File: config.mk
export PLATFORM = sky130hd
export DESIGN_NAME = iosg_glue
export DESIGN_NICKNAME = d
export VERILOG_FILES = /design/src/common/iosg_pkg.sv /design/src/rtl/iosg_glue.sv
export SDC_FILE = /design/constraint.sdc
export NUM_CORES = 1
export LEC_CHECK = 0
export ABC_AREA = 1
export ABC_CLOCK_PERIOD_IN_PS = 1700
export BUFFER_PORTS_ARGS = -buffer_cell sky130_fd_sc_hd__buf_2
export CORE_ASPECT_RATIO = 1.5
export CORE_MARGIN = 3
export CORE_UTILIZATION = 30
export CTS_CLUSTER_SIZE = 12
export DETAILED_ROUTE_END_ITERATION = 16
export PLACE_DENSITY = 0.48
export SYNTH_ARGS = -nofsm -noshare
export SYNTH_HDL_FRONTEND = slang
export SYNTH_SLANG_ARGS = --single-unit
File: constraint.sdc
create_clock -name clock -period 1.7 [get_ports clock]
set_clock_uncertainty 0.15 [all_clocks]
set_input_delay 0.17 -clock clock [delete_from_list [all_inputs] [get_ports clock]]
set_output_delay 0.17 -clock clock [all_outputs]
set_load 0.02 [all_outputs]
File: src/common/iosg_pkg.sv
// Package of constants and carrier types for the I/O subsystem glue block
package iosg_pkg;

    // ------------------------------------------------------------
    // Timing
    // ------------------------------------------------------------
    localparam int CLK_MHZ = 100;
    localparam int POR_PULSE_US = 10;
    localparam int POR_CYCLES = POR_PULSE_US * CLK_MHZ;
    localparam int WAIT_STATES = 3;
    localparam int CNT_W = 16;
    localparam logic [CNT_W-1:0] CNT_ZERO = 16'h0000;
    localparam logic [CNT_W-1:0] CNT_ONE = 16'h0001;

    // ------------------------------------------------------------
    // I/O cycle sequencer states
    // ------------------------------------------------------------
    typedef enum logic [2:0] {
        IOSG_DECODE,
        IOSG_STROBE,
        IOSG_RELEASE,
        IOSG_SAMPLE
    } iosg_state_t;

    // ------------------------------------------------------------
    // Carriers
    // ------------------------------------------------------------
    typedef struct packed {
        logic io_select;
        logic write;
    } iosg_req_t;

    typedef struct packed {
        logic cpu_stall_n;
        logic io_read_strobe_n;
        logic io_write_strobe_n;
        logic bus_quiet;
    } iosg_bus_t;

endpackage

File: src/rtl/iosg_glue.sv
// Reset generation, slow I/O strobe sequencing and interrupt routing glue
`timescale 1ns/1ps
module iosg_glue
    import iosg_pkg::*;
#(
    parameter int POR_LEN = POR_CYCLES,
    parameter int N_WAIT = WAIT_STATES
)
(
    input wire logic clock,
    input wire logic arst_n,
    input wire logic reset_switch_n,
    input wire logic test_reset_n,
    input wire logic tester_stall_n,
    input wire logic scc_irq_n,
    input wire logic timer_irq_n,
    input wire logic irq_route_link,
    input wire logic multi_purpose_out,
    input wire iosg_req_t io_req,
    input wire logic boot_mem_req,
    output logic test_power_on_clear_n,
    output logic scan_reset_n,
    output logic system_reset_hi,
    output logic system_reset_lo,
    output logic fast_irq_n,
    output logic normal_irq_n,
    output iosg_bus_t bus,
    output logic led_on
);

    // ------------------------------------------------------------
    // Input synchronisers
    // ------------------------------------------------------------
    localparam int N_SYNC = 7;
    logic [N_SYNC-1:0] raw_in;
    logic [N_SYNC-1:0] sync1_q;
    logic [N_SYNC-1:0] sync2_q;
    assign raw_in = {reset_switch_n, test_reset_n, tester_stall_n, scc_irq_n,
                     timer_irq_n, irq_route_link, multi_purpose_out};

    // Two-stage synchronisers, idle-high except link and output pin
    always_ff @(posedge clock or negedge arst_n)
    begin
        if (!arst_n)
        begin
            sync1_q <= 7'h7c;
            sync2_q <= 7'h7c;
        end
        else
        begin
            sync1_q <= raw_in;
            sync2_q <= sync1_q;
        end
    end

    logic sw_n_s;
    logic trst_n_s;
    logic stall_n_s;
    logic scc_n_s;
    logic tmr_n_s;
    logic link_s;
    logic mpo_s;
    assign {sw_n_s, trst_n_s, stall_n_s, scc_n_s, tmr_n_s, link_s, mpo_s} = sync2_q;

    // ------------------------------------------------------------
    // Power-on and manual reset monostables
    // ------------------------------------------------------------
    localparam logic [CNT_W-1:0] POR_LOAD = CNT_W'(POR_LEN);
    logic [CNT_W-1:0] sys_cnt_q;
    logic [CNT_W-1:0] sys_cnt_d;
    logic [CNT_W-1:0] tpor_cnt_q;
    logic [CNT_W-1:0] tpor_cnt_d;
    logic sys_active;
    logic tpor_active;

    // Switch retriggers only the system monostable, not the scan one
    assign sys_active = (sys_cnt_q != CNT_ZERO);
    assign tpor_active = (tpor_cnt_q != CNT_ZERO);
    assign sys_cnt_d = !sw_n_s ? POR_LOAD : (sys_active ? sys_cnt_q - CNT_ONE : CNT_ZERO);
    assign tpor_cnt_d = tpor_active ? tpor_cnt_q - CNT_ONE : CNT_ZERO;

    // Both monostables start loaded at power-up
    always_ff @(posedge clock or negedge arst_n)
    begin
        if (!arst_n)
        begin
            sys_cnt_q <= POR_LOAD;
            tpor_cnt_q <= POR_LOAD;
        end
        else
        begin
            sys_cnt_q <= sys_cnt_d;
            tpor_cnt_q <= tpor_cnt_d;
        end
    end

    // Reset outputs; scan reset ignores the system reset
    always_ff @(posedge clock or negedge arst_n)
    begin
        if (!arst_n)
        begin
            system_reset_hi <= 1'b1;
            system_reset_lo <= 1'b0;
            test_power_on_clear_n <= 1'b0;
            scan_reset_n <= 1'b0;
        end
        else
        begin
            system_reset_hi <= sys_active;
            system_reset_lo <= !sys_active;
            test_power_on_clear_n <= !tpor_active;
            scan_reset_n <= !tpor_active && trst_n_s;
        end
    end

    // ------------------------------------------------------------
    // Interrupt routing
    // ------------------------------------------------------------
    logic shared_irq_n;
    assign shared_irq_n = scc_n_s & tmr_n_s; // wired-OR of active-low sources

    // Link high steers the shared request to the normal input
    always_ff @(posedge clock or negedge arst_n)
    begin
        if (!arst_n)
        begin
            fast_irq_n <= 1'b1;
            normal_irq_n <= 1'b1;
        end
        else
        begin
            fast_irq_n <= link_s ? 1'b1 : shared_irq_n;
            normal_irq_n <= link_s ? shared_irq_n : 1'b1;
        end
    end

    // ------------------------------------------------------------
    // I/O cycle sequencer
    // ------------------------------------------------------------
    iosg_state_t state_q;
    iosg_state_t state_d;
    logic [CNT_W-1:0] ws_q;
    logic [CNT_W-1:0] ws_d;
    logic write_q;
    logic write_d;
    logic start;
    logic ws_done;
    localparam logic [CNT_W-1:0] WS_LOAD = CNT_W'(N_WAIT);

    // Boot memory and controller accesses share one sequence
    assign start = io_req.io_select || boot_mem_req;
    assign ws_done = (ws_q == CNT_ZERO);

    // Next-state: strobe with waits, release, quiet sample, decode
    always_comb
    begin
        state_d = state_q;
        ws_d = ws_q;
        write_d = write_q;
        unique case (state_q)
            IOSG_DECODE:
            begin
                if (start)
                begin
                    state_d = IOSG_STROBE;
                    ws_d = WS_LOAD;
                    write_d = io_req.write;
                end
            end
            IOSG_STROBE:
            begin
                if (ws_done && stall_n_s)
                    state_d = IOSG_RELEASE;
                else if (!ws_done)
                    ws_d = ws_q - CNT_ONE;
            end
            IOSG_RELEASE: state_d = IOSG_SAMPLE;
            IOSG_SAMPLE: state_d = IOSG_DECODE;
            default: state_d = IOSG_DECODE;
        endcase
    end

    // Sequencer registers; reset abandons any cycle
    always_ff @(posedge clock or negedge arst_n)
    begin
        if (!arst_n)
        begin
            state_q <= IOSG_DECODE;
            ws_q <= CNT_ZERO;
            write_q <= 1'b0;
        end
        else if (sys_active)
        begin
            state_q <= IOSG_DECODE;
            ws_q <= CNT_ZERO;
            write_q <= 1'b0;
        end
        else
        begin
            state_q <= state_d;
            ws_q <= ws_d;
            write_q <= write_d;
        end
    end

    // ------------------------------------------------------------
    // Bus strobes, stall and LED
    // ------------------------------------------------------------
    iosg_bus_t bus_d;
    iosg_state_t seq_next;
    logic seq_strobe;
    // Outputs follow the state the sequencer really enters; reset shows idle decode
    assign seq_next = sys_active ? IOSG_DECODE : state_d;
    assign seq_strobe = (seq_next == IOSG_STROBE);
    assign bus_d.io_read_strobe_n = !(seq_strobe && !write_d);
    assign bus_d.io_write_strobe_n = !(seq_strobe && write_d);
    assign bus_d.cpu_stall_n = !(seq_strobe || seq_next == IOSG_RELEASE) && stall_n_s;
    assign bus_d.bus_quiet = (seq_next == IOSG_SAMPLE);

    // Registered bus outputs and inverted LED drive
    always_ff @(posedge clock or negedge arst_n)
    begin
        if (!arst_n)
        begin
            bus <= '{cpu_stall_n: 1'b1, io_read_strobe_n: 1'b1,
                     io_write_strobe_n: 1'b1, bus_quiet: 1'b0};
            led_on <= 1'b0;
        end
        else
        begin
            bus <= bus_d;
            led_on <= !sys_active && !mpo_s;
        end
    end

    // ------------------------------------------------------------
    // Assertions
    // ------------------------------------------------------------
    property p_sample_then_decode;
        @(posedge clock) disable iff (!arst_n)
        (state_q == IOSG_SAMPLE && !sys_active) |=> (state_q == IOSG_DECODE);
    endproperty
    a_sample_then_decode: assert property (p_sample_then_decode)
        else $error("sample cycle not followed by decode");

    property p_release_then_sample;
        @(posedge clock) disable iff (!arst_n)
        (state_q == IOSG_RELEASE && !sys_active) |=> (state_q == IOSG_SAMPLE);
    endproperty
    a_release_then_sample: assert property (p_release_then_sample)
        else $error("release not followed by sample");

    property p_strobe_off_in_sample;
        @(posedge clock) disable iff (!arst_n)
        bus.bus_quiet |-> (bus.io_read_strobe_n && bus.io_write_strobe_n);
    endproperty
    a_strobe_off_in_sample: assert property (p_strobe_off_in_sample)
        else $error("strobe active during sample cycle");

    property p_reset_to_decode;
        @(posedge clock) disable iff (!arst_n)
        sys_active |=> (state_q == IOSG_DECODE);
    endproperty
    a_reset_to_decode: assert property (p_reset_to_decode)
        else $error("sequencer not idle under reset");

    property p_reset_pair;
        @(posedge clock) disable iff (!arst_n)
        system_reset_hi != system_reset_lo;
    endproperty
    a_reset_pair: assert property (p_reset_pair)
        else $error("reset outputs not complementary");

    property p_switch_retrigger;
        @(posedge clock) disable iff (!arst_n)
        !sw_n_s |=> ##1 system_reset_hi;
    endproperty
    a_switch_retrigger: assert property (p_switch_retrigger)
        else $error("switch did not assert reset");

    property p_scan_reset_indep;
        @(posedge clock) disable iff (!arst_n)
        (!trst_n_s && !sys_active && !$past(sys_active)) |=> (!scan_reset_n && system_reset_lo);
    endproperty
    a_scan_reset_indep: assert property (p_scan_reset_indep)
        else $error("scan reset not independent");

    property p_tpor_at_start;
        @(posedge clock) disable iff (!arst_n)
        tpor_active |=> !test_power_on_clear_n;
    endproperty
    a_tpor_at_start: assert property (p_tpor_at_start)
        else $error("test power-on clear missing");

    property p_fast_route;
        @(posedge clock) disable iff (!arst_n)
        !link_s |=> (fast_irq_n == $past(shared_irq_n)) && normal_irq_n;
    endproperty
    a_fast_route: assert property (p_fast_route)
        else $error("fast interrupt routing wrong");

    property p_normal_route;
        @(posedge clock) disable iff (!arst_n)
        link_s |=> (normal_irq_n == $past(shared_irq_n)) && fast_irq_n;
    endproperty
    a_normal_route: assert property (p_normal_route)
        else $error("normal interrupt routing wrong");

    property p_wait_states;
        @(posedge clock) disable iff (!arst_n)
        (state_q == IOSG_DECODE && start && !sys_active) |=> !bus.cpu_stall_n;
    endproperty
    a_wait_states: assert property (p_wait_states)
        else $error("no wait state on I/O access");

    property p_led_reset;
        @(posedge clock) disable iff (!arst_n)
        sys_active |=> !led_on;
    endproperty
    a_led_reset: assert property (p_led_reset)
        else $error("LED lit during reset");

endmodule
==> impl_summary.log, run 1 <==
[metrics] max-cap check violation count: 0
[metrics] Seq cells post-synth: 77
[metrics] # IOs: 23
[metrics] violated checks: negative setup slack
[metrics] area of the die: 0.01328 mm^2
[metrics] Overflow after GRT: 0
[metrics] routed wire length: 7953 um
[metrics] Core Region: 0.01159 mm^2
[metrics] first drt pass iteration count: 4
[metrics] total leakage power: 0.002655 uW
[metrics] largest cells by area after synthesis: sky130_fd_sc_hd__dfrtp_1 (34%), sky130_fd_sc_hd__dfstp_2 (21%), sky130_fd_sc_hd__nor2_1 (8.3%), sky130_fd_sc_hd__inv_1 (5.8%), sky130_fd_sc_hd__nand2_1 (5.4%)
[metrics] Setup Slack @ Placement: -0.1801 ns
[metrics] largest net degree at the start of global routing: 32
[metrics] portion of the post-synthesis area used by sequential elements: 54.94%
[metrics] smallest setup slack after layout: -0.05438 ns
[metrics] horizontal die dimension: 95.08 um
[metrics] Synth Cell Area: 0.003571 mm^2
[metrics] power density over the cells: 812.7 mW/mm^2
[metrics] Die Y-Extent: 139.6 um
[metrics] number of global-route vias before repair: 2947
[metrics] highest net fanout along the worst path: 4
[metrics] # clock sinks: 77
[metrics] area growth from synthesis to final layout: 44.85%
[metrics] Final Hold Fails: 0
[metrics] per-cell via count in the routed design: 4.372
[metrics] violation count after the first detailed-routing iteration: 58
[metrics] number of buffers inserted during clock tree synthesis: 9
[metrics] clock tree from TritonCTS: built
[metrics] number of nets in the final layout: 516
[metrics] global-route wire length before repair: 13340 um
[metrics] final critical-path share of the clock period: 103.2%
[metrics] longest individual stage delay on the worst path: 0.40 ns
[metrics] Highest Clock Rate: 0.5700 GHz
[metrics] logic depth of the worst register-to-register path: 13
[metrics] fraction of layout instances using a drive strength above 1: 43.85%
[metrics] Mapped Avg Cell Area: 9.040 um^2
[metrics] RePlAce Congestion: 0.8056
[metrics] CTS Root Cell: sky130_fd_sc_hd__clkbuf_16
[metrics] placed cell count: 619
[metrics] cells along the critical path: inv_2 -> ha_4 -> nand3_4 -> nor2_4 -> nand3_2 -> nand2_4 -> nand2_4 -> nand2_8 -> nand2_8 -> nand2_2 -> nand2_1 -> nand2_1 -> nor2_1
[metrics] ys flop type: sky130_fd_sc_hd__dfrtp_1
[metrics] fraction of post-synthesis cell area in the top cell type by area: 34.34%
[metrics] leading cell type in the layout, fill and taps excluded: sky130_fd_sc_hd__nor2_1
[metrics] via count: 2859
[metrics] WP data arrival: 1.84 ns
[metrics] fill cell instance count of the final layout: 1130
[metrics] antenna violations before repair: 0
[metrics] number of H-tree levels: 3
[metrics] final instance count without filler cells: 654
[metrics] number of setup violations in the final report: 13
[metrics] antenna cells: 0
[metrics] cell depth of the worst min-delay path: 4
[metrics] Pins Over Slew Limit: 0
[metrics] number of synthesized flops with an enable pin: 0
[metrics] DRC violations left: 0
[metrics] Worst setup SP type: flip-flop
[metrics] Post-DP HPWL: 5485 um
[metrics] latest clock arrival within the worst-skew pair: 0.34 ns
[metrics] Stages on worst setup path: 13
[metrics] kind of end point of the critical path: flip-flop
[metrics] multi-input combinational cell area: 0.001777 mm^2
[metrics] post-synthesis cell type with the largest combined area: sky130_fd_sc_hd__dfrtp_1
[metrics] type of the most critical hold path: in2reg
[metrics] Max VDD drop: 0.0005091 V
[metrics] port bufs: 22
[metrics] start-to-end type of the worst setup path: reg2reg
[metrics] library cells used by synthesis: 33
[metrics] most frequent cells in the layout: sky130_fd_sc_hd__nor2_1 (64), sky130_fd_sc_hd__buf_4 (60), sky130_fd_sc_hd__dfrtp_1 (48)
[metrics] Routed WL per cell: 12.16 um
[metrics] unrepaired setup endpoints after global routing: true
[metrics] post-synthesis instance total: 395
[metrics] all-layer global routing usage: 12.84%
[metrics] Bufs on Longest Clock Path: 2
[metrics] fin crit period: 1.754 ns
[metrics] flip-flop and latch area: 0.001963 mm^2
[metrics] worst-path cell with the longest stage delay: sky130_fd_sc_hd__dfrtp_1
[metrics] buffering stage count on the worst path with inverters included: 1
[metrics] starting utilization of the core area: 30.81%
[metrics] DRT antenna net count: 0
[metrics] Synth Net Count: 412
[metrics] result of the run: finished, violations left
[metrics] Synth async-reset ratio: 100.0%
[metrics] clock-pin transition on the worst setup and hold timing paths: 0.07 ns
[metrics] cell row count: 48
[metrics] crit-path leading delay family: simple AND/OR/NAND/NOR gates
[metrics] synthesis warning total: 0
[metrics] data required time of the worst path: 1.79 ns
==> kinds of logic after synthesis <==
| group | synth area share [%] |
|---|---|
| simple gates | 25.61 |
| flops | 54.94 |
| buf+inv | 6.587 |
| compound gates | 5.361 |
| xor+xnor | 5.641 |
| fa+ha+maj | 1.752 |
| other cells | 0.1050 |
==> per-stage QoR <==
stage | util, % | hold WS [ns] | TNS (ns) | cell area [um^2] | total power (uW)
2_1_floorplan | - | -0.2756 | -0.1925 | 3605 | 2058
3_3_place_gp | 37.18 | -0.04273 | -1.689 | 4309 | 2189
3_5_place_dp | 37.18 | -0.04590 | -2.318 | 4309 | 2192
4_1_cts | 42.38 | 0.005862 | -0.5757 | 4912 | 4271
5_1_grt | 44.62 | 0.04478 | -3.330 | 5172 | 4402
6_report | 44.62 | 0.02218 | -0.4378 | 5172 | 4204
==> Yosys cell counts, types with 3 or more instances <==
cell type and count:
sky130_fd_sc_hd__nand2_2 4, sky130_fd_sc_hd__nor4_1 3, sky130_fd_sc_hd__xor2_1 14, sky130_fd_sc_hd__dfstp_2 28, sky130_fd_sc_hd__nand3_2 3, sky130_fd_sc_hd__ha_1 5, sky130_fd_sc_hd__nor2_1 79, sky130_fd_sc_hd__nand2_1 51
sky130_fd_sc_hd__nand3_1 19, sky130_fd_sc_hd__dfrtp_1 49, sky130_fd_sc_hd__o21ai_0 17, sky130_fd_sc_hd__nor2_2 3, sky130_fd_sc_hd__and3_1 3, sky130_fd_sc_hd__nor3_1 15, sky130_fd_sc_hd__inv_1 55, sky130_fd_sc_hd__a21oi_1 15
sky130_fd_sc_hd__xnor2_1 9
==> power breakdown <==
part / switching, uW / internal [uW]
combinational: 145 / 126
sequential: 25.2 / 1900
clock: 838 / 1170
total: 1010 / 3200
==> area by class of cell <==
type                       count  area share [%]
clock inverter                 7           1.863
inverter                      57           4.136
clock buffer                   9           4.354
sequential                    77           37.95
timing repair buffer          94           13.72
tap                          150           3.628
multi-input combinational    260           34.35
==> sequential cells by signal (all words and copies together), names as in the netlist <==
register,count
bus,4
state_q,3
ws_q,16
sys_cnt_q,16
test_power_on_clear_n,1
scan_reset_n,1
normal_irq_n,1
fast_irq_n,1
system_reset_hi,1
system_reset_lo,1
write_q,1
led_on,1
sync1_q,7
sync2_q,7
tpor_cnt_q,16
==> worst paths after layout <==
path	startpoint	end	slack, ns
min in group asynchronous	arst_n	state_q[1]	0.12
max	ws_q[1]	ws_q[4]	-0.05
max in group asynchronous	arst_n	bus[1]	0.60
min reg2reg	sync1_q[1]	sync2_q[1]	0.20
min	io_req[0]	bus[1]	0.02
max reg2reg	ws_q[1]	ws_q[4]	-0.05
==> per-layer routing <==
| layer | up-vias | track usage (%) | part of all wire (%) |
|---|---|---|---|
| li1 | 1453 | - | - |
| met1 | 1375 | 14.49 | 41 |
| met2 | 23 | 22.85 | 56 |
| met3 | 8 | 2.920 | 1.9 |
| met4 | 0 | 5.019 | 1.7 |
| met5 | - | 0 | 0 |
==> what timing repair did <==
action                                 CTS  global route
cloned                                   2             0
gates resized for setup                 33            63
setup endpoints to repair               28            52
setup buffers                            5             4
hold buffers                             8             0
pin swaps                               19            19
endpoints found under the hold margin   58             0
==> worst reg2reg max path: stages (launching register included) <==
cell	delay (ns)
sky130_fd_sc_hd__dfrtp_1	0.40
sky130_fd_sc_hd__inv_2	0.09
sky130_fd_sc_hd__ha_4	0.14
sky130_fd_sc_hd__nand3_4	0.06
sky130_fd_sc_hd__nor2_4	0.12
sky130_fd_sc_hd__nand3_2	0.10
sky130_fd_sc_hd__nand2_4	0.10
sky130_fd_sc_hd__nand2_4	0.07
sky130_fd_sc_hd__nand2_8	0.12
sky130_fd_sc_hd__nand2_8	0.08
sky130_fd_sc_hd__nand2_2	0.08
sky130_fd_sc_hd__nand2_1	0.05
sky130_fd_sc_hd__nand2_1	0.05
sky130_fd_sc_hd__nor2_1	0.04
(Power assumes the default switching activity.)
==> inputs of run 2 (changes only) <==
--- a/config.mk
+++ b/config.mk
@@ -8,12 +8,14 @@
 export ABC_AREA = 1
 export ABC_CLOCK_PERIOD_IN_PS = 1700
 export BUFFER_PORTS_ARGS = -buffer_cell sky130_fd_sc_hd__buf_2
+export CELL_PAD_IN_SITES_DETAIL_PLACEMENT = 0
+export CELL_PAD_IN_SITES_GLOBAL_PLACEMENT = 1
 export CORE_ASPECT_RATIO = 1.5
 export CORE_MARGIN = 3
 export CORE_UTILIZATION = 30
 export CTS_CLUSTER_SIZE = 12
 export DETAILED_ROUTE_END_ITERATION = 16
-export PLACE_DENSITY = 0.48
+export PLACE_DENSITY = 0.58
 export SYNTH_ARGS = -nofsm -noshare
 export SYNTH_HDL_FRONTEND = slang
 export SYNTH_SLANG_ARGS = --single-unit
==> impl_summary.log, run 2 (synthesis gave the netlist of run 1 again) <==
[metrics] violation count after the first detailed-routing iteration: 62 (+6.9%)
[metrics] all-layer global routing usage: 13.98% (+1.1 points)
[metrics] Bufs on Longest Clock Path: 2 (unchanged)
[metrics] Final Hold Fails: 0 (unchanged)
[metrics] WP data arrival: 1.95 ns (+0.11 ns)
[metrics] power density over the cells: 784.7 mW/mm^2 (-3.4%)
[metrics] cell depth of the worst min-delay path: 3 (-1)
[metrics] DRC violations left: 0 (unchanged)
[metrics] number of nets in the final layout: 538 (+4.3%)
[metrics] fraction of layout instances using a drive strength above 1: 50.19% (+6.3 points)
[metrics] kind of end point of the critical path: flip-flop
[metrics] port bufs: 22 (unchanged)
[metrics] overall power of the completed layout: 4310 uW (+2.5%)
[metrics] Highest Clock Rate: 0.5474 GHz (-4.0%)
[metrics] max-cap check violation count: 0 (unchanged)
[metrics] result of the run: finished, violations left
[metrics] type of the most critical hold path: in2reg
[metrics] Core Region: 0.01159 mm^2 (unchanged)
[metrics] switching power share of the total: 22.03% (-2.0 points)
[metrics] largest net degree at the start of global routing: 36 (+13%)
[metrics] largest registers: sys_cnt_q (16), tpor_cnt_q (16), ws_q (16)
[metrics] highest net fanout along the worst path: 5 (+1)
[metrics] clock-pin transition on the worst setup and hold timing paths: 0.06 ns (about the same)
[metrics] leading cell type in the layout, fill and taps excluded: sky130_fd_sc_hd__buf_4
[metrics] end-of-flow core utilization: 47.39% (+2.8 points)
[metrics] number of H-tree levels: 3 (unchanged)
[metrics] horizontal die dimension: 95.08 um (unchanged)
[metrics] most frequent cells in the layout: sky130_fd_sc_hd__buf_4 (74), sky130_fd_sc_hd__nor2_1 (59), sky130_fd_sc_hd__dfrtp_1 (49)
[metrics] smallest setup slack after layout: -0.1269 ns (-0.07249 ns)
[metrics] antenna cells: 0 (unchanged)
[metrics] internal power of the cells: 3361 uW (+5.2%)
[metrics] Post-Layout Inst Area: 0.005493 mm^2 (+6.2%)
[metrics] violated checks: negative setup slack
[metrics] RePlAce Congestion: 0.7662 (-4.9%)
[metrics] clock power share: 48.5% (+0.7 points)
[metrics] routed wire length: 8406 um (+5.7%)
[metrics] routed length on met1: 3418 um (+5.1%)
[metrics] DRT antenna net count: 0 (unchanged)
[metrics] sequential share of power: 44.7% (-1.0 points)
[metrics] via count: 2977 (+4.1%)
[metrics] data required time of the worst path: 1.82 ns (+0.03 ns)
[metrics] fin crit period: 1.827 ns (+0.07249 ns)
[metrics] Worst setup SP type: flip-flop
[metrics] Routed WL per cell: 12.43 um (+2.3%)
[metrics] highest routed metal layer: met4
[metrics] number of global-route vias before repair: 3097 (+5.1%)
[metrics] CTS Root Cell: sky130_fd_sc_hd__clkbuf_16
[metrics] Net Switching: 949.5 uW (-5.8%)
[metrics] area growth from synthesis to final layout: 53.82%
[metrics] Max VDD drop: 0.0004801 V (-5.7%)
[metrics] fill cell instance count of the final layout: 1135 (+0.44%)
[metrics] starting utilization of the core area: 30.81% (unchanged)
[metrics] Combinational Power Share: 6.8% (+0.3 points)
[metrics] cell row count: 48 (unchanged)
[metrics] logic depth of the worst register-to-register path: 11 (-2)
[metrics] # clock sinks: 77 (unchanged)
[metrics] start-to-end type of the worst setup path: reg2reg
[metrics] total leakage power: 0.002773 uW (+4.5%)
[metrics] detailed route wirelength on metal2: 4657 um (+5.5%)
[metrics] amount of wire on met3 after detailed routing: 193 um (+25%)
[metrics] final critical-path share of the clock period: 107.5% (+4.3 points)
[metrics] number of setup violations in the final report: 26 (+13)
[metrics] unrepaired setup endpoints after global routing: true
[metrics] # IOs: 23 (unchanged)
[metrics] area of the die: 0.01328 mm^2 (unchanged)
[metrics] clock tree from TritonCTS: built
[metrics] per-cell via count in the routed design: 4.404 (+0.74%)
[metrics] Pins Over Slew Limit: 0 (unchanged)
[metrics] Die Y-Extent: 139.6 um (unchanged)
[metrics] global-route wire length before repair: 14410 um (+8.0%)
[metrics] first drt pass iteration count: 4 (unchanged)
[metrics] latest clock arrival within the worst-skew pair: 0.34 ns (about the same)
[metrics] number of buffers inserted during clock tree synthesis: 9 (unchanged)
[metrics] Post-DP HPWL: 5697 um (+3.9%)
[metrics] dpl cell area: 0.004422 mm^2 (+2.6%)
[metrics] Overflow after GRT: 0 (unchanged)
[metrics] antenna violations before repair: 0 (unchanged)
[run 2: cell types whose count changed in the layout (fill, tap and decap cells not counted), moves of 5 or more]
cell	delta
sky130_fd_sc_hd__buf_4	+14
sky130_fd_sc_hd__o21ai_2	+12
sky130_fd_sc_hd__nand2_2	-7
sky130_fd_sc_hd__nor2_2	+7
sky130_fd_sc_hd__o21ai_0	-6
sky130_fd_sc_hd__o21ai_1	-6
sky130_fd_sc_hd__buf_6	+5
sky130_fd_sc_hd__nor2_1	-5
[run 2: critical path, cell delays in order, from the launching register on]
cell and delay [ns]:
sky130_fd_sc_hd__dfrtp_1 0.38, sky130_fd_sc_hd__inv_2 0.08, sky130_fd_sc_hd__ha_4 0.15, sky130_fd_sc_hd__nand2_4 0.05, sky130_fd_sc_hd__nor2_4 0.13, sky130_fd_sc_hd__nand4_4 0.13
sky130_fd_sc_hd__nor2_8 0.17, sky130_fd_sc_hd__buf_12 0.15, sky130_fd_sc_hd__buf_6 0.11, sky130_fd_sc_hd__nand2_4 0.05, sky130_fd_sc_hd__nor2_4 0.11, sky130_fd_sc_hd__nand2_1 0.07
[run 2: metal layers]
metal | track usage, % | vias to the layer above
met5 | 0 | -
met4 | 5.171 | 0
met3 | 3.894 | 11
met2 | 24.14 | 22
met1 | 16.13 | 1450
li1 | - | 1494
[run 2: through the flow]
step	setup TNS, ns	setup slack [ns]	cells	hold WS, ns
after floorplan	-0.1925	-0.04334	395	-0.2756
after global placement	-4.448	-0.2622	634	-0.04137
after global routing	-5.854	-0.2431	676	0.05734
after detailed placement	-5.056	-0.2214	634	-0.03664
final	-2.209	-0.1269	676	0.03459
after CTS	-2.258	-0.1249	669	0.0002393
[run 2: area by class of cell]
cell class                 instances  area, um^2  area share [%]
clock buffer                      10       239.0           4.351
multi-input combinational        261        1896           34.51
tap                              150       187.7           3.417
timing repair buffer             115       900.9           16.40
inverter                          57       221.5           4.032
clock inverter                     6       86.33           1.572
sequential                        77        1962           35.72
[run 2: path summary, 6_finish.rpt]
path / from / to / slack [ns]
setup / recovery: sys_cnt_q[0] / bus[1] / -0.13
hold / removal: io_req[0] / bus[2] / 0.03
setup reg to reg: sys_cnt_q[0] / bus[1] / -0.13
hold reg to reg: sync1_q[1] / sync2_q[1] / 0.20
max in group asynchronous: arst_n / sys_cnt_q[8] / 0.62
min in group asynchronous: arst_n / sys_cnt_q[4] / 0.15
[run 2: what timing repair did]
| item | 4_1_cts | 5_1_grt |
|---|---|---|
| gates resized for setup | 54 | 88 |
| gates cloned | 2 | 1 |
| hold buffers | 8 | 0 |
| pin swaps | 14 | 35 |
| endpoints found under the hold margin | 57 | 0 |
| endpoints found under the setup margin | 48 | 59 |
| setup buffers | 9 | 9 |
[run 2: power groups by stage]
stage               Sequential (uW)  Clock, uW  Combinational (uW)
floorplan                      1960          0                96.1
CTS                            1920       2160                 274
global placement               1950          0                 230
finish                         1930       2090                 292
detailed placement             1950          0                 237
global route                   1930       2240                 327
==> inputs of run 3 (changes only) <==
--- a/config.mk
+++ b/config.mk
@@ -15,7 +15,8 @@
 export CORE_UTILIZATION = 30
 export CTS_CLUSTER_SIZE = 12
 export DETAILED_ROUTE_END_ITERATION = 16
-export PLACE_DENSITY = 0.58
+export MAX_ROUTING_LAYER = met4
+export PLACE_DENSITY_LB_ADDON = 0.05
 export SYNTH_ARGS = -nofsm -noshare
 export SYNTH_HDL_FRONTEND = slang
 export SYNTH_SLANG_ARGS = --single-unit
==> impl_summary.log, run 3 (synthesis gave the netlist of run 1 again) <==
[metrics] final critical-path share of the clock period: 108.2% (+0.72 points)
[metrics] number of H-tree levels: 3 (unchanged)
[metrics] WP data arrival: 1.91 ns (-0.04 ns)
[metrics] # IOs: 23 (unchanged)
[metrics] Highest Clock Rate: 0.5437 GHz (-0.67%)
[metrics] RePlAce Congestion: 0.8037 (+4.9%)
[metrics] cell row count: 48 (unchanged)
[metrics] routed wire length: 8489 um (+0.99%)
[metrics] CTS Root Cell: sky130_fd_sc_hd__clkbuf_16
[metrics] Bufs on Longest Clock Path: 2 (unchanged)
[metrics] Core Region: 0.01159 mm^2 (unchanged)
[metrics] smallest setup slack after layout: -0.1392 ns (-0.01230 ns)
[metrics] area of the die: 0.01328 mm^2 (unchanged)
[metrics] leading cell type in the layout, fill and taps excluded: sky130_fd_sc_hd__buf_4
[metrics] highest net fanout along the worst path: 5 (unchanged)
[metrics] number of buffers inserted during clock tree synthesis: 9 (unchanged)
[metrics] DRC violations left: 0 (unchanged)
[metrics] result of the run: finished, violations left
[metrics] Final Hold Fails: 0 (unchanged)
[metrics] clock tree from TritonCTS: built
[metrics] violation count after the first detailed-routing iteration: 62 (unchanged)
[metrics] antenna cells: 0 (unchanged)
[metrics] violated checks: negative setup slack
[metrics] final instance count without filler cells: 672 (-0.59%)
[metrics] Post-DP HPWL: 5692 um (about the same)
[metrics] latest clock arrival within the worst-skew pair: 0.33 ns (about the same)
[metrics] logic depth of the worst register-to-register path: 12 (+1)
[metrics] max-cap check violation count: 0 (unchanged)
[metrics] global routing usage on met3: 3.948% (+0.054 points)
[metrics] clock-pin transition on the worst setup and hold timing paths: 0.06 ns (about the same)
[metrics] number of global-route vias before repair: 3080 (-0.55%)
[metrics] power density over the cells: 782.1 mW/mm^2 (-0.33%)
[metrics] fraction of layout instances using a drive strength above 1: 45.79% (-4.4 points)
[metrics] most used routing layer: met2
[metrics] most frequent cells in the layout: sky130_fd_sc_hd__buf_4 (73), sky130_fd_sc_hd__nor2_1 (64), sky130_fd_sc_hd__dfrtp_1 (48)
[metrics] start-to-end type of the worst setup path: reg2reg
[metrics] global-route wire length before repair: 14170 um (-1.7%)
[metrics] source of the worst register-to-register timing path: sys_cnt_q[0]
[metrics] horizontal die dimension: 95.08 um (unchanged)
[metrics] end of the worst register-to-register path: ws_q[10]
[metrics] fin crit period: 1.839 ns (+0.01230 ns)
[metrics] Die Y-Extent: 139.6 um (unchanged)
[metrics] total leakage power: 0.002761 uW (-0.45%)
[metrics] unrepaired setup endpoints after global routing: true
[metrics] starting utilization of the core area: 30.81% (unchanged)
[metrics] crit-path leading delay family: simple AND/OR/NAND/NOR gates
[metrics] number of nets in the final layout: 534 (-0.74%)
[metrics] antenna violations before repair: 0 (unchanged)
[metrics] end-of-flow core utilization: 46.02% (-1.4 points)
[metrics] all-layer global routing usage: 14.27% (+0.28 points)
[metrics] number of setup violations in the final report: 24 (-7.7%)
[metrics] largest registers: sys_cnt_q (16), tpor_cnt_q (16), ws_q (16)
[metrics] register-to-register setup slack: -0.14 ns (about the same)
[metrics] via count: 2935 (-1.4%)
[metrics] global routing usage on met1: 15.74% (-0.39 points)
[metrics] fill cell instance count of the final layout: 1159 (+2.1%)
[metrics] per-cell via count in the routed design: 4.368 (-0.82%)
[metrics] port bufs: 22 (unchanged)
[metrics] worst-path cell with the longest stage delay: sky130_fd_sc_hd__dfrtp_1
[metrics] # clock sinks: 77 (unchanged)
[metrics] Routed WL per cell: 12.63 um (+1.6%)
[metrics] Worst setup SP type: flip-flop
[metrics] Overflow after GRT: 0 (unchanged)
[metrics] longest individual stage delay on the worst path: 0.39 ns (about the same)
[metrics] Max VDD drop: 0.0004313 V (-10%)
[metrics] critical path's most frequent cell: sky130_fd_sc_hd__nand2_1
[metrics] buffering stage count on the worst path with inverters included: 2 (-1)
[metrics] first drt pass iteration count: 4 (unchanged)
[metrics] met2 Resource Use GR: 24.25% (+0.11 points)
[metrics] largest net degree at the start of global routing: 43 (+19%)
[metrics] kind of end point of the critical path: flip-flop
[metrics] Pins Over Slew Limit: 0 (unchanged)
[metrics] type of the most critical hold path: in2async
[metrics] placed cell count: 628 (-0.95%)
[metrics] data required time of the worst path: 1.77 ns (-0.05 ns)
[metrics] DRT antenna net count: 0 (unchanged)
[metrics] cells along the critical path: inv_2 -> ha_4 -> nand2_4 -> nor2_4 -> nand4_4 -> nor2_8 -> buf_12 -> nand2_8 -> nand2_2 -> nand2_1 -> nand2_1 -> nor2_1
[metrics] area growth from synthesis to final layout: 49.37%
==> run 3: cell count changes in the layout (fill, tap and decap cells not counted), moves of 4 or more <==
cell,delta
sky130_fd_sc_hd__o21ai_0,+4
sky130_fd_sc_hd__nor2_1,+5
sky130_fd_sc_hd__nor2_2,-5
sky130_fd_sc_hd__o21ai_2,-12
sky130_fd_sc_hd__o21ai_1,+8
==> run 3: final cells by class <==
cell class | count | area, um^2 | share of cell area (%)
Sequential cell | 77 | 1963 | 36.80
Inverter | 57 | 216.5 | 4.058
Timing Repair Buffer | 111 | 850.8 | 15.95
Tap cell | 150 | 187.7 | 3.519
Multi-Input combinational cell | 261 | 1810 | 33.94
Clock buffer | 12 | 279.0 | 5.231
Clock inverter | 4 | 26.28 | 0.4926
==> run 3: metal layers <==
metal	vias to the layer above	share of wire, %
met5	-	0
met1	1424	41
met3	7	1.7
li1	1485	-
met2	19	56
met4	0	1.4
==> run 3: worst max-delay path by stage <==
| stage | startpoint | end | slack, ns | depth (start not counted) |
|---|---|---|---|---|
| after global routing | sys_cnt_q[0] | ws_q[8] | -0.23 | 12 |
| after detailed placement | ws_q[0] | ws_q[10] | -0.25 | 13 |
| after floorplan | sys_cnt_q[0] | ws_q[7] | -0.04 | 10 |
| final | sys_cnt_q[0] | ws_q[10] | -0.14 | 12 |
| after global placement | ws_q[0] | ws_q[10] | -0.21 | 13 |
| after CTS | ws_q[0] | ws_q[5] | -0.09 | 13 |
==> run 3: stage by stage <==
| step | worst slack [ns] | hold slack, ns | total power, uW | setup TNS, ns | instance area (um^2) |
|---|---|---|---|---|---|
| after global placement | -0.2057 | -0.09920 | 2202 | -2.679 | 4377 |
| after detailed placement | -0.2493 | -0.1014 | 2202 | -3.199 | 4377 |
| after CTS | -0.09206 | 0.1085 | 4230 | -0.9497 | 4976 |
| after floorplan | -0.04334 | -0.2756 | 2058 | -0.1925 | 3605 |
| after global routing | -0.2321 | 0.1166 | 4386 | -4.577 | 5334 |
| final | -0.1392 | 0.1205 | 4172 | -1.925 | 5334 |
==> run 3: where the power goes <==
group	total [uW]	switching (uW)	internal [uW]	leakage, uW
sequential	1920	25.6	1900	0.000953
combinational	305	157	147	0.00165
clock	1940	774	1170	0.000154
total	4170	957	3210	0.00276
==> run 3: what timing repair did <==
item | 4_1_cts | 5_1_grt
buffers inserted | 4 | 13
gates cloned | 2 | 1
hold buffers | 9 | 0
setup endpoints to repair | 24 | 54
gates resized for setup | 36 | 71
pin swaps | 10 | 25
hold endpoints to repair | 61 | 0
